--- config.mk ---
export PLATFORM = sky130hd
export DESIGN_NAME = ihp_host_port
export DESIGN_NICKNAME = d
export VERILOG_FILES = /design/src/ihp_pkg.sv /design/src/ihp_host_port.sv
export VERILOG_INCLUDE_DIRS = /design/src
export SDC_FILE = /design/constraint.sdc
export NUM_CORES = 1
export LEC_CHECK = 0
export ABC_AREA = 1
export BUFFER_PORTS_ARGS = -buffer_cell sky130_fd_sc_hd__buf_2
export CAP_MARGIN = 10
export CORE_UTILIZATION = 56
export CTS_CLUSTER_SIZE = 8
export DETAILED_ROUTE_END_ITERATION = 12
export GPL_TIMING_DRIVEN = 0
export HOLD_SLACK_MARGIN = 0.05
export PLACE_DENSITY = 0.88
export SYNTH_ARGS = -nofsm -noshare
export SYNTH_HDL_FRONTEND = slang
export SYNTH_SLANG_ARGS = --single-unit
--- constraint.sdc ---
create_clock -name mclk -period 2.4 [get_ports mclk]
set_input_delay 0.48 -clock mclk [delete_from_list [all_inputs] [get_ports mclk]]
set_output_delay 0.48 -clock mclk [all_outputs]
set_load 0.01 [all_outputs]
--- src/ihp_params.svh ---
// Purpose: constants for the host port decode block
// Assumes: included by the package and by the design
// Notes: bit positions refer to the synchroniser vector
`ifndef IHP_PARAMS_SVH
`define IHP_PARAMS_SVH
`define IHP_SY_W 49
`define IHP_B_RD 32
`define IHP_B_WR 33
`define IHP_B_CMD 34
`define IHP_B_AEN 35
`define IHP_B_ADDR_LO 36
`define IHP_B_ADDR_HI 41
`define IHP_B_BASE_LO 42
`define IHP_B_BASE_HI 44
`define IHP_B_INTLO 45
`define IHP_B_EEDAT 46
`define IHP_B_WAKE 47
`define IHP_B_HWRST 48
`define IHP_SY_RST 49'h0_000B_0000_0000
`define IHP_IO_FIXED 10'h300
`define IHP_IO_STEP 10'h010
`define IHP_SETTLE 3'h4
`endif

--- src/ihp_pkg.sv ---
// Purpose: types for the host port decode block
// Assumes: ihp_params.svh holds the numbers
// Notes: one-hot state codes
`include "ihp_params.svh"
package ihp_pkg;
  // port sequencer states
  typedef enum logic [2:0] {
    IHP_IDLE = 3'h1,
    IHP_BUSY = 3'h2,
    IHP_HOLD = 3'h4
  } ihp_state_e;
  // internal memory access width
  typedef enum logic [1:0] {
    IHP_W16 = 2'h0,
    IHP_W32 = 2'h1,
    IHP_W8 = 2'h2,
    IHP_WRSV = 2'h3
  } ihp_width_e;
endpackage

--- src/ihp_host_port.sv ---
// Purpose: processor-side host port decode, strobes and indications
// Assumes: eeprom settings come from same-clock logic; host pins are async
// Notes: host pins pass a three-stage synchroniser before use
// Notes on behaviour
// - base address is strap times 16 plus 300h
// - select on upper address match, qualify low
// - command type chooses data or index port
// - command ready low while previous command pending
// - hardware reset pin high resets the port
// - strobes active low unless eeprom flips them
// - word indication on 16 or 32 bit access
// - irq polarity from strap, eeprom may flip
// - dword indication on 32 bit access only
// - upper data bits only in dword strap mode
// - access width decoded from wake and eeprom straps
`timescale 1ns/1ns
`include "ihp_params.svh"
module ihp_host_port (
  // clock and reset
  input wire logic mclk,
  input wire logic reset_n,
  input wire logic hw_reset,
  // strap pins, sampled after reset
  input wire logic [2:0] base_strap,
  input wire logic int_low_strap,
  input wire logic eeprom_out_strap,
  input wire logic wakeup_strap,
  // host bus
  input wire logic [5:0] upper_addr,
  input wire logic addr_qualify_n,
  input wire logic cmd_type,
  input wire logic host_read_strobe_n,
  input wire logic host_write_strobe_n,
  input wire logic [15:0] host_data_low_i,
  output logic [15:0] host_data_low_o,
  output logic host_data_low_oe,
  input wire logic [15:0] host_data_high_i,
  output logic [15:0] host_data_high_o,
  output logic host_data_high_oe,
  output logic cmd_ready,
  output logic word_access_ind_n,
  output logic dword_access_ind_n,
  output logic irq_out,
  // eeprom settings
  input wire logic strobe_pol_high,
  input wire logic ind_pol_high,
  input wire logic int_pol_flip,
  // core side
  output logic [7:0] reg_index,
  output logic reg_rd,
  output logic reg_wr,
  output logic [31:0] reg_wdata,
  input wire logic [31:0] reg_rdata,
  input wire logic reg_busy,
  input wire logic mem_port,
  input wire logic irq_in
);

  ////////////////////////////////////////////////////////////////////////
  // helpers

  // io base from latched strap value
  function automatic logic [9:0] ihp_io_base(input logic [2:0] s);
    ihp_io_base = `IHP_IO_FIXED + ({7'h00, s} * `IHP_IO_STEP);
  endfunction

  // width decode, reserved code is passed through as IHP_WRSV
  function automatic ihp_pkg::ihp_width_e ihp_width(input logic wk, input logic ed);
    ihp_width = ihp_pkg::ihp_width_e'({wk, ed});
  endfunction

  ////////////////////////////////////////////////////////////////////////
  // synchroniser: stage 1 feeds only stage 2

  logic [`IHP_SY_W-1:0] sy1_r, sy2_r, sy3_r, filt_r; // sync stages
  logic [`IHP_SY_W-1:0] raw, filt_nxt; // pin vector, filtered next
  always_comb begin
    raw = {hw_reset, wakeup_strap, eeprom_out_strap, int_low_strap, base_strap,
           upper_addr, addr_qualify_n, cmd_type, host_write_strobe_n,
           host_read_strobe_n, host_data_high_i, host_data_low_i};
    // a bit moves only when stages 2 and 3 agree
    filt_nxt = ((sy2_r ~^ sy3_r) & sy3_r) | ((sy2_r ^ sy3_r) & filt_r);
  end
  always_ff @(posedge mclk or negedge reset_n) begin
    if (!reset_n) begin
      sy1_r <= `IHP_SY_RST;
      sy2_r <= `IHP_SY_RST;
      sy3_r <= `IHP_SY_RST;
      filt_r <= `IHP_SY_RST;
    end else begin
      sy1_r <= raw;
      sy2_r <= sy1_r;
      sy3_r <= sy2_r;
      filt_r <= filt_nxt;
    end
  end

  ////////////////////////////////////////////////////////////////////////
  // decode of filtered pins

  logic hrst; // hardware reset, filtered
  logic rd_act, wr_act, strobe; // strobes after polarity
  logic sel; // chip selected
  logic [31:0] hdata; // host data in
  always_comb begin
    hrst = filt_r[`IHP_B_HWRST];
    rd_act = filt_r[`IHP_B_RD] ^ ~strobe_pol_high;
    wr_act = filt_r[`IHP_B_WR] ^ ~strobe_pol_high;
    strobe = rd_act | wr_act;
    hdata = filt_r[31:0];
  end

  ////////////////////////////////////////////////////////////////////////
  // strap capture: caught after release, again after hw reset

  logic [2:0] base_r, base_nxt; // latched base strap
  logic intlo_r, intlo_nxt; // irq low strap
  logic eed_r, eed_nxt, wake_r, wake_nxt; // width straps
  logic [2:0] settle_r, settle_nxt; // cycles since reset
  logic ready_r, ready_nxt; // straps valid
  always_comb begin
    base_nxt = base_r;
    intlo_nxt = intlo_r;
    eed_nxt = eed_r;
    wake_nxt = wake_r;
    settle_nxt = settle_r;
    ready_nxt = ready_r;
    if (hrst) begin
      settle_nxt = 3'h0;
      ready_nxt = 1'b0;
    end else if (!ready_r) begin
      // wait for the sync pipe to fill, then latch
      if (settle_r == `IHP_SETTLE) begin
        ready_nxt = 1'b1;
        base_nxt = filt_r[`IHP_B_BASE_HI:`IHP_B_BASE_LO];
        intlo_nxt = filt_r[`IHP_B_INTLO];
        eed_nxt = filt_r[`IHP_B_EEDAT];
        wake_nxt = filt_r[`IHP_B_WAKE];
      end else begin
        settle_nxt = settle_r + 3'h1;
      end
    end
  end
  always_ff @(posedge mclk or negedge reset_n) begin
    if (!reset_n) begin
      base_r <= 3'h0;
      intlo_r <= 1'b0;
      eed_r <= 1'b0;
      wake_r <= 1'b0;
      settle_r <= 3'h0;
      ready_r <= 1'b0;
    end else begin
      base_r <= base_nxt;
      intlo_r <= intlo_nxt;
      eed_r <= eed_nxt;
      wake_r <= wake_nxt;
      settle_r <= settle_nxt;
      ready_r <= ready_nxt;
    end
  end

  ihp_pkg::ihp_width_e width; // access width
  logic dword_mode; // upper data lanes in use
  always_comb begin
    width = ihp_width(wake_r, eed_r);
    dword_mode = eed_r & ~wake_r;
    // full 10-bit compare equals the bit-by-bit select
    sel = ready_r & ~filt_r[`IHP_B_AEN] &
          ({filt_r[`IHP_B_ADDR_HI:`IHP_B_ADDR_LO], 4'h0} == ihp_io_base(base_r));
  end

  ////////////////////////////////////////////////////////////////////////
  // command sequencer

  ihp_pkg::ihp_state_e st_r, st_nxt; // sequencer state
  logic [7:0] idx_r, idx_nxt; // register index
  logic [31:0] wd_r, wd_nxt, rd_r, rd_nxt; // write and read data
  logic isrd_r, isrd_nxt; // current command is a read
  logic rdp_r, rdp_nxt, wrp_r, wrp_nxt; // core strobes
  logic oe_r, oe_nxt; // host data drive
  always_comb begin
    st_nxt = st_r;
    idx_nxt = idx_r;
    wd_nxt = wd_r;
    rd_nxt = rd_r;
    isrd_nxt = isrd_r;
    rdp_nxt = 1'b0;
    wrp_nxt = 1'b0;
    case (st_r)
      ihp_pkg::IHP_IDLE: begin
        // read wins if both strobes show at once
        if (sel && strobe) begin
          isrd_nxt = rd_act;
          if (cmd_type_f()) begin
            rdp_nxt = rd_act;
            wrp_nxt = ~rd_act;
            wd_nxt = dword_mode ? hdata : {16'h0000, hdata[15:0]};
            st_nxt = ihp_pkg::IHP_BUSY;
          end else begin
            if (rd_act) begin
              rd_nxt = {24'h000000, idx_r};
            end else begin
              idx_nxt = hdata[7:0];
            end
            st_nxt = ihp_pkg::IHP_HOLD;
          end
        end
      end
      ihp_pkg::IHP_BUSY: begin
        // core raises busy the cycle after the strobe
        if (!reg_busy && !rdp_r && !wrp_r) begin
          if (isrd_r) begin
            rd_nxt = reg_rdata;
          end
          st_nxt = ihp_pkg::IHP_HOLD;
        end
      end
      ihp_pkg::IHP_HOLD: begin
        // one command per strobe; wait for release
        if (!strobe) begin
          st_nxt = ihp_pkg::IHP_IDLE;
        end
      end
      default: begin
        st_nxt = ihp_pkg::IHP_IDLE;
      end
    endcase
    if (hrst) begin
      st_nxt = ihp_pkg::IHP_IDLE;
      idx_nxt = 8'h00;
      rdp_nxt = 1'b0;
      wrp_nxt = 1'b0;
    end
    oe_nxt = (st_nxt == ihp_pkg::IHP_HOLD) && isrd_nxt;
  end
  always_ff @(posedge mclk or negedge reset_n) begin
    if (!reset_n) begin
      st_r <= ihp_pkg::IHP_IDLE;
      idx_r <= 8'h00;
      wd_r <= 32'h00000000;
      rd_r <= 32'h00000000;
      isrd_r <= 1'b0;
      rdp_r <= 1'b0;
      wrp_r <= 1'b0;
      oe_r <= 1'b0;
    end else begin
      st_r <= st_nxt;
      idx_r <= idx_nxt;
      wd_r <= wd_nxt;
      rd_r <= rd_nxt;
      isrd_r <= isrd_nxt;
      rdp_r <= rdp_nxt;
      wrp_r <= wrp_nxt;
      oe_r <= oe_nxt;
    end
  end

  // command type pin, filtered
  function automatic logic cmd_type_f();
    cmd_type_f = filt_r[`IHP_B_CMD];
  endfunction

  ////////////////////////////////////////////////////////////////////////
  // indications and irq, registered

  logic wind_r, wind_nxt, dind_r, dind_nxt, irq_r, irq_nxt; // output flops
  always_comb begin
    // asserted level is low unless eeprom sets it high
    wind_nxt = ~ind_pol_high ^ (sel && cmd_type_f() && mem_port &&
               (width == ihp_pkg::IHP_W16 || width == ihp_pkg::IHP_W32));
    dind_nxt = ~ind_pol_high ^ (sel && cmd_type_f() && mem_port &&
               dword_mode && width == ihp_pkg::IHP_W32);
    irq_nxt = irq_in ^ (intlo_r ^ int_pol_flip);
  end
  always_ff @(posedge mclk or negedge reset_n) begin
    if (!reset_n) begin
      wind_r <= 1'b1;
      dind_r <= 1'b1;
      irq_r <= 1'b0;
    end else begin
      wind_r <= wind_nxt;
      dind_r <= dind_nxt;
      irq_r <= irq_nxt;
    end
  end

  ////////////////////////////////////////////////////////////////////////
  // outputs

  always_comb begin
    // hold the host while a command is still pending
    cmd_ready = ~(sel && strobe && st_r == ihp_pkg::IHP_BUSY);
    host_data_low_o = rd_r[15:0];
    host_data_high_o = rd_r[31:16];
    host_data_low_oe = oe_r;
    host_data_high_oe = oe_r && dword_mode;
    word_access_ind_n = wind_r;
    dword_access_ind_n = dind_r;
    irq_out = irq_r;
    reg_index = idx_r;
    reg_rd = rdp_r;
    reg_wr = wrp_r;
    reg_wdata = wd_r;
  end

  ////////////////////////////////////////////////////////////////////////
  // checks

  property p_sel;
    @(posedge mclk) disable iff (!reset_n)
    sel |-> filt_r[`IHP_B_ADDR_HI -: 2] == 2'h3 && !filt_r[`IHP_B_ADDR_HI-2] &&
            filt_r[`IHP_B_ADDR_LO +: 3] == base_r && !filt_r[`IHP_B_AEN];
  endproperty
  a_sel: assert property (p_sel) else $error("select without match");
  property p_idx;
    @(posedge mclk) disable iff (!reset_n)
    !(st_r == ihp_pkg::IHP_IDLE && sel && wr_act && !rd_act && !cmd_type_f()) && !hrst
      |=> $stable(idx_r);
  endproperty
  a_idx: assert property (p_idx) else $error("index changed");
  property p_idxw;
    @(posedge mclk) disable iff (!reset_n)
    st_r == ihp_pkg::IHP_IDLE && sel && wr_act && !rd_act && !cmd_type_f() && !hrst
      |=> idx_r == $past(hdata[7:0]);
  endproperty
  a_idxw: assert property (p_idxw) else $error("index not written");
  property p_wrp;
    @(posedge mclk) disable iff (!reset_n)
    reg_wr |-> $past(filt_r[`IHP_B_CMD]) && $past(st_r) == ihp_pkg::IHP_IDLE ##1 !reg_wr;
  endproperty
  a_wrp: assert property (p_wrp) else $error("bad data write pulse");
  property p_rdy;
    @(posedge mclk) disable iff (!reset_n)
    !cmd_ready |=> !reg_wr && !reg_rd;
  endproperty
  a_rdy: assert property (p_rdy) else $error("ready while pending");
  property p_rst;
    @(posedge mclk) disable iff (!reset_n)
    hrst |=> st_r == ihp_pkg::IHP_IDLE && !ready_r && !reg_wr && !reg_rd;
  endproperty
  a_rst: assert property (p_rst) else $error("hw reset ignored");
  property p_pol;
    @(posedge mclk) disable iff (!reset_n)
    !strobe_pol_high && filt_r[`IHP_B_RD] && filt_r[`IHP_B_WR] &&
      st_r == ihp_pkg::IHP_IDLE |=> st_r == ihp_pkg::IHP_IDLE;
  endproperty
  a_pol: assert property (p_pol) else $error("high strobe taken");
  property p_irq;
    @(posedge mclk) disable iff (!reset_n)
    ##1 irq_out == ($past(irq_in) ^ $past(intlo_r) ^ $past(int_pol_flip));
  endproperty
  a_irq: assert property (p_irq) else $error("irq polarity wrong");
  property p_hi;
    @(posedge mclk) disable iff (!reset_n)
    host_data_high_oe |-> eed_r && !wake_r && host_data_low_oe;
  endproperty
  a_hi: assert property (p_hi) else $error("upper lanes outside dword");
  property p_dind;
    @(posedge mclk) disable iff (!reset_n)
    !ind_pol_high && !dword_access_ind_n |-> !word_access_ind_n &&
      width == ihp_pkg::IHP_W32;
  endproperty
  a_dind: assert property (p_dind) else $error("dword ind off width");
  property p_wind;
    @(posedge mclk) disable iff (!reset_n)
    $past(width) == ihp_pkg::IHP_W8 && !ind_pol_high |-> word_access_ind_n;
  endproperty
  a_wind: assert property (p_wind) else $error("word ind on byte");
  property p_wid;
    @(posedge mclk) disable iff (!reset_n)
    ready_r && !wake_r && eed_r |-> width == ihp_pkg::IHP_W32;
  endproperty
  a_wid: assert property (p_wid) else $error("width decode wrong");

  c_rd: cover property (@(posedge mclk) disable iff (!reset_n) reg_rd ##[1:20] host_data_low_oe);
  c_wr: cover property (@(posedge mclk) disable iff (!reset_n) reg_wr);
  c_wait: cover property (@(posedge mclk) disable iff (!reset_n) !cmd_ready);
  c_idx: cover property (@(posedge mclk) disable iff (!reset_n) $changed(idx_r));

endmodule

==> run metrics <==
overall die height 136 um; # Max-Cap Violations 0; Max Clock Freq 432 MHz; WS Path Type flop to primary output; cell count after synthesis 759; Final Critical Period 2320 ps; clock latency at the later pin of the worst-skew pair 510 ps; P_leak 6.52 nW; vias in the first global route 6503; Vias per Instance 5.18; clk buf depth 3; WP data arrival 1840 ps; critical path capture point type primary output; status finished, final reports clean; Rows 48; Routability Congestion 0.846; root buf cell clkbuf_16; final setup vio count 0; sequential-to-total area share from yosys stat 71.9%; ANT cells 0; Nets 1114; top-area cell type share of the netlist area 67.9%; maximum vdd drop 684 uV; Yosys reg bits 288; IO Pins 169; Worst Setup Start Kind flop; core area 17400 um^2; Die W 136 um; TritonRoute pass-1 iters 5; Avg Inst Size Synth 13.2 um^2; pin count of the biggest net entering global routing 106; Synth cell types 33; Clock Sinks 288; Starting Density 57.7%; clk slew on worst S/H paths 50 ps; number of routed nets with antenna violations 0; Final HPWL DP 12.9 mm; Post-Place Worst Slack 455 ps; WP data required 1920 ps; Final Hold Viols 0; GRT overflow 0; period utilisation layout 96.5%; crit-path max FO 6; syn nets 899; GRT Util Overall 22.2%; CTS tree done; Max transition margin 49.7%; average wire per standard cell 16.3 um; final std cells w/o fill 1205; starting DRC count in detailed routing 241; via count 6237; min setup slack post-route 83.3 ps; area grow syn2layout 22.9%; Cells after DPL 1154; clk_skew 16.5 ps; H-tree levels 2; Filler Cell Count 1152; CTS buffer count 41; DRC viols 0; Tightest Pin Transition 754 ps; initial antenna violation count 0; PwrDens 917 nW/um^2; YS warnings 0; ratio of cells with drive above 1 in the final layout 28.9%; HP Class input port to flop; post-synth top area cell dfrtp_1; # port buffers 168; fin util 71.0%; die area 18500 um^2; top post-synthesis cells by area dfrtp_1 68%, ha_1 6.3%, nand2_1 5.7%, dfstp_2 3.9%, a21o_1 3.7%; final WL 19.6 mm; first-pass GRT wire length 31.5 mm; Max Transition Viols Final 0; synthesized cell area 10100 um^2
## metal layers
metal | vias to the layer above | GRT usage [%] | share of wire, %
met5 | - | 0 | 0
met4 | 0 | 10.4 | 3.4
met3 | 47 | 4.25 | 5.2
met2 | 206 | 37.3 | 50
met1 | 3062 | 27.8 | 41
li1 | 2922 | - | -
## registers in the layout (all words and copies together) (netlist names)
signal	flops
settle_r	3
dword_access_ind_n	1
wake_r	1
word_access_ind_n	1
rd_r	32
st_r	3
reg_wdata	32
intlo_r	1
isrd_r	1
sy2_r	49
sy3_r	49
irq_out	1
base_r	3
reg_index	8
ready_r	1
reg_wr	1
host_data_low_oe	1
reg_rd	1
sy1_r	49
filt_r	49
eed_r	1
## final cells by class
type	instances	area [um^2]	share of cell area, %
well taps	225	282	2.28
inverters	40	158	1.28
flip-flops and latches	288	7230	58.5
clock buffers	46	1040	8.45
multi-input cells	413	2540	20.6
clock inverters	3	37.5	0.304
repair buffers	173	931	7.53
plain buffers	17	138	1.11
## through the flow
step | instance area (um^2) | TNS, ps | hold WS (ps) | power (W)
after CTS | 12300 | 0 | 61.5 | 0.0115
final | 12400 | 0 | 73.4 | 0.0113
after global placement | 11200 | -1146340 | 331 | 0.00641
after detailed placement | 11200 | 0 | 335 | 0.00650
after floorplan | 10100 | 0 | 184 | 0.00603
after global routing | 12400 | -17.1 | 60.3 | 0.0118
## worst paths after layout
path | startpoint | endpoint | slack (ps) | depth (start not counted)
hold / removal | host_write_strobe_n | sy1_r[33] | 70 | 1
hold reg to reg | sy1_r[3] | sy2_r[3] | 340 | 0
min in group asynchronous | reset_n | sy1_r[38] | 590 | 2
max in group asynchronous | reset_n | rd_r[15] | 880 | 3
setup reg to reg | st_r[0] | rd_r[29] | 340 | 10
setup / recovery | filt_r[32] | cmd_ready | 80 | 8
## where the power goes
group          switching [W]  internal (W)
Combinational       0.000601      0.000378
Clock                0.00185       0.00304
Sequential          0.000220       0.00524
Total                0.00267       0.00866
## layout by cell type, fill, tap and decap left out, types with 10 or more instances in the layout
cell | synthesis | routed
ha_1 | 51 | 51
nand4_1 | 11 | 11
o21ai_0 | 30 | 30
buf_2 | 5 | 172
o21ai_2 | 15 | 14
dfstp_2 | 15 | 15
a21oi_1 | 10 | 10
nand3_1 | 13 | 13
clkbuf_16 | 0 | 41
a21o_1 | 49 | 49
nor2_1 | 31 | 31
nand2_2 | 11 | 11
nand2_1 | 152 | 152
inv_1 | 35 | 35
dfrtp_1 | 273 | 273
o21ai_1 | 15 | 15
## Yosys cell counts
| cell | n |
|---|---|
| a211oi_1 | 1 |
| nand2_1 | 152 |
| nor3_1 | 3 |
| nand3_2 | 1 |
| inv_4 | 1 |
| dfrtp_1 | 273 |
| nand3_1 | 13 |
| buf_6 | 9 |
| ha_1 | 51 |
| a21o_1 | 49 |
| xor2_1 | 3 |
| nand2_4 | 1 |
| o21ai_1 | 15 |
| nand4_1 | 11 |
| a21oi_1 | 10 |
| o21ai_2 | 15 |
| nor2_2 | 1 |
| clkbuf_1 | 3 |
| nand2_2 | 11 |
| xnor2_1 | 2 |
| dfstp_2 | 15 |
| mux2i_1 | 8 |
| buf_2 | 5 |
| nand3_4 | 1 |
| buf_1 | 1 |
| nor2_4 | 1 |
| inv_1 | 35 |
| inv_2 | 3 |
| a21oi_2 | 1 |
| mux2_2 | 2 |
| nor2_1 | 31 |
| o21ai_0 | 30 |
| clkinv_1 | 1 |
## cells by family after synthesis
kind of cell               Yosys count  share of synthesized area [%]
xor gates and xnor gates             5                          0.436
adders and majority gates           51                           6.35
DFF                                288                           71.9
buffers and inverters               58                           2.92
muxes                               10                           1.02
AOI/OAI and AO/OA                  121                           7.86
and+or+nand+nor                    226                           9.56
## worst max-delay path: stages (launching register included)
cell	delay [ps]
dfstp_2	530
inv_1	50
nand2_1	90
nand2_1	100
o21ai_4	120
nand3_4	160
inv_8	90
nand2_1	40
buf_2	140
## what timing repair did
| action | in CTS | in global routing |
|---|---|---|
| hold buffers | 1 | 0 |
| pin swaps | 0 | 1 |
| gates cloned | 0 | 0 |
| hold endpoints to repair | 15 | 0 |
| buffers inserted | 0 | 2 |
| endpoints found under the setup margin | 1 | 1 |
| gates resized for setup | 1 | 2 |
Power figures use the tool's default switching activity.
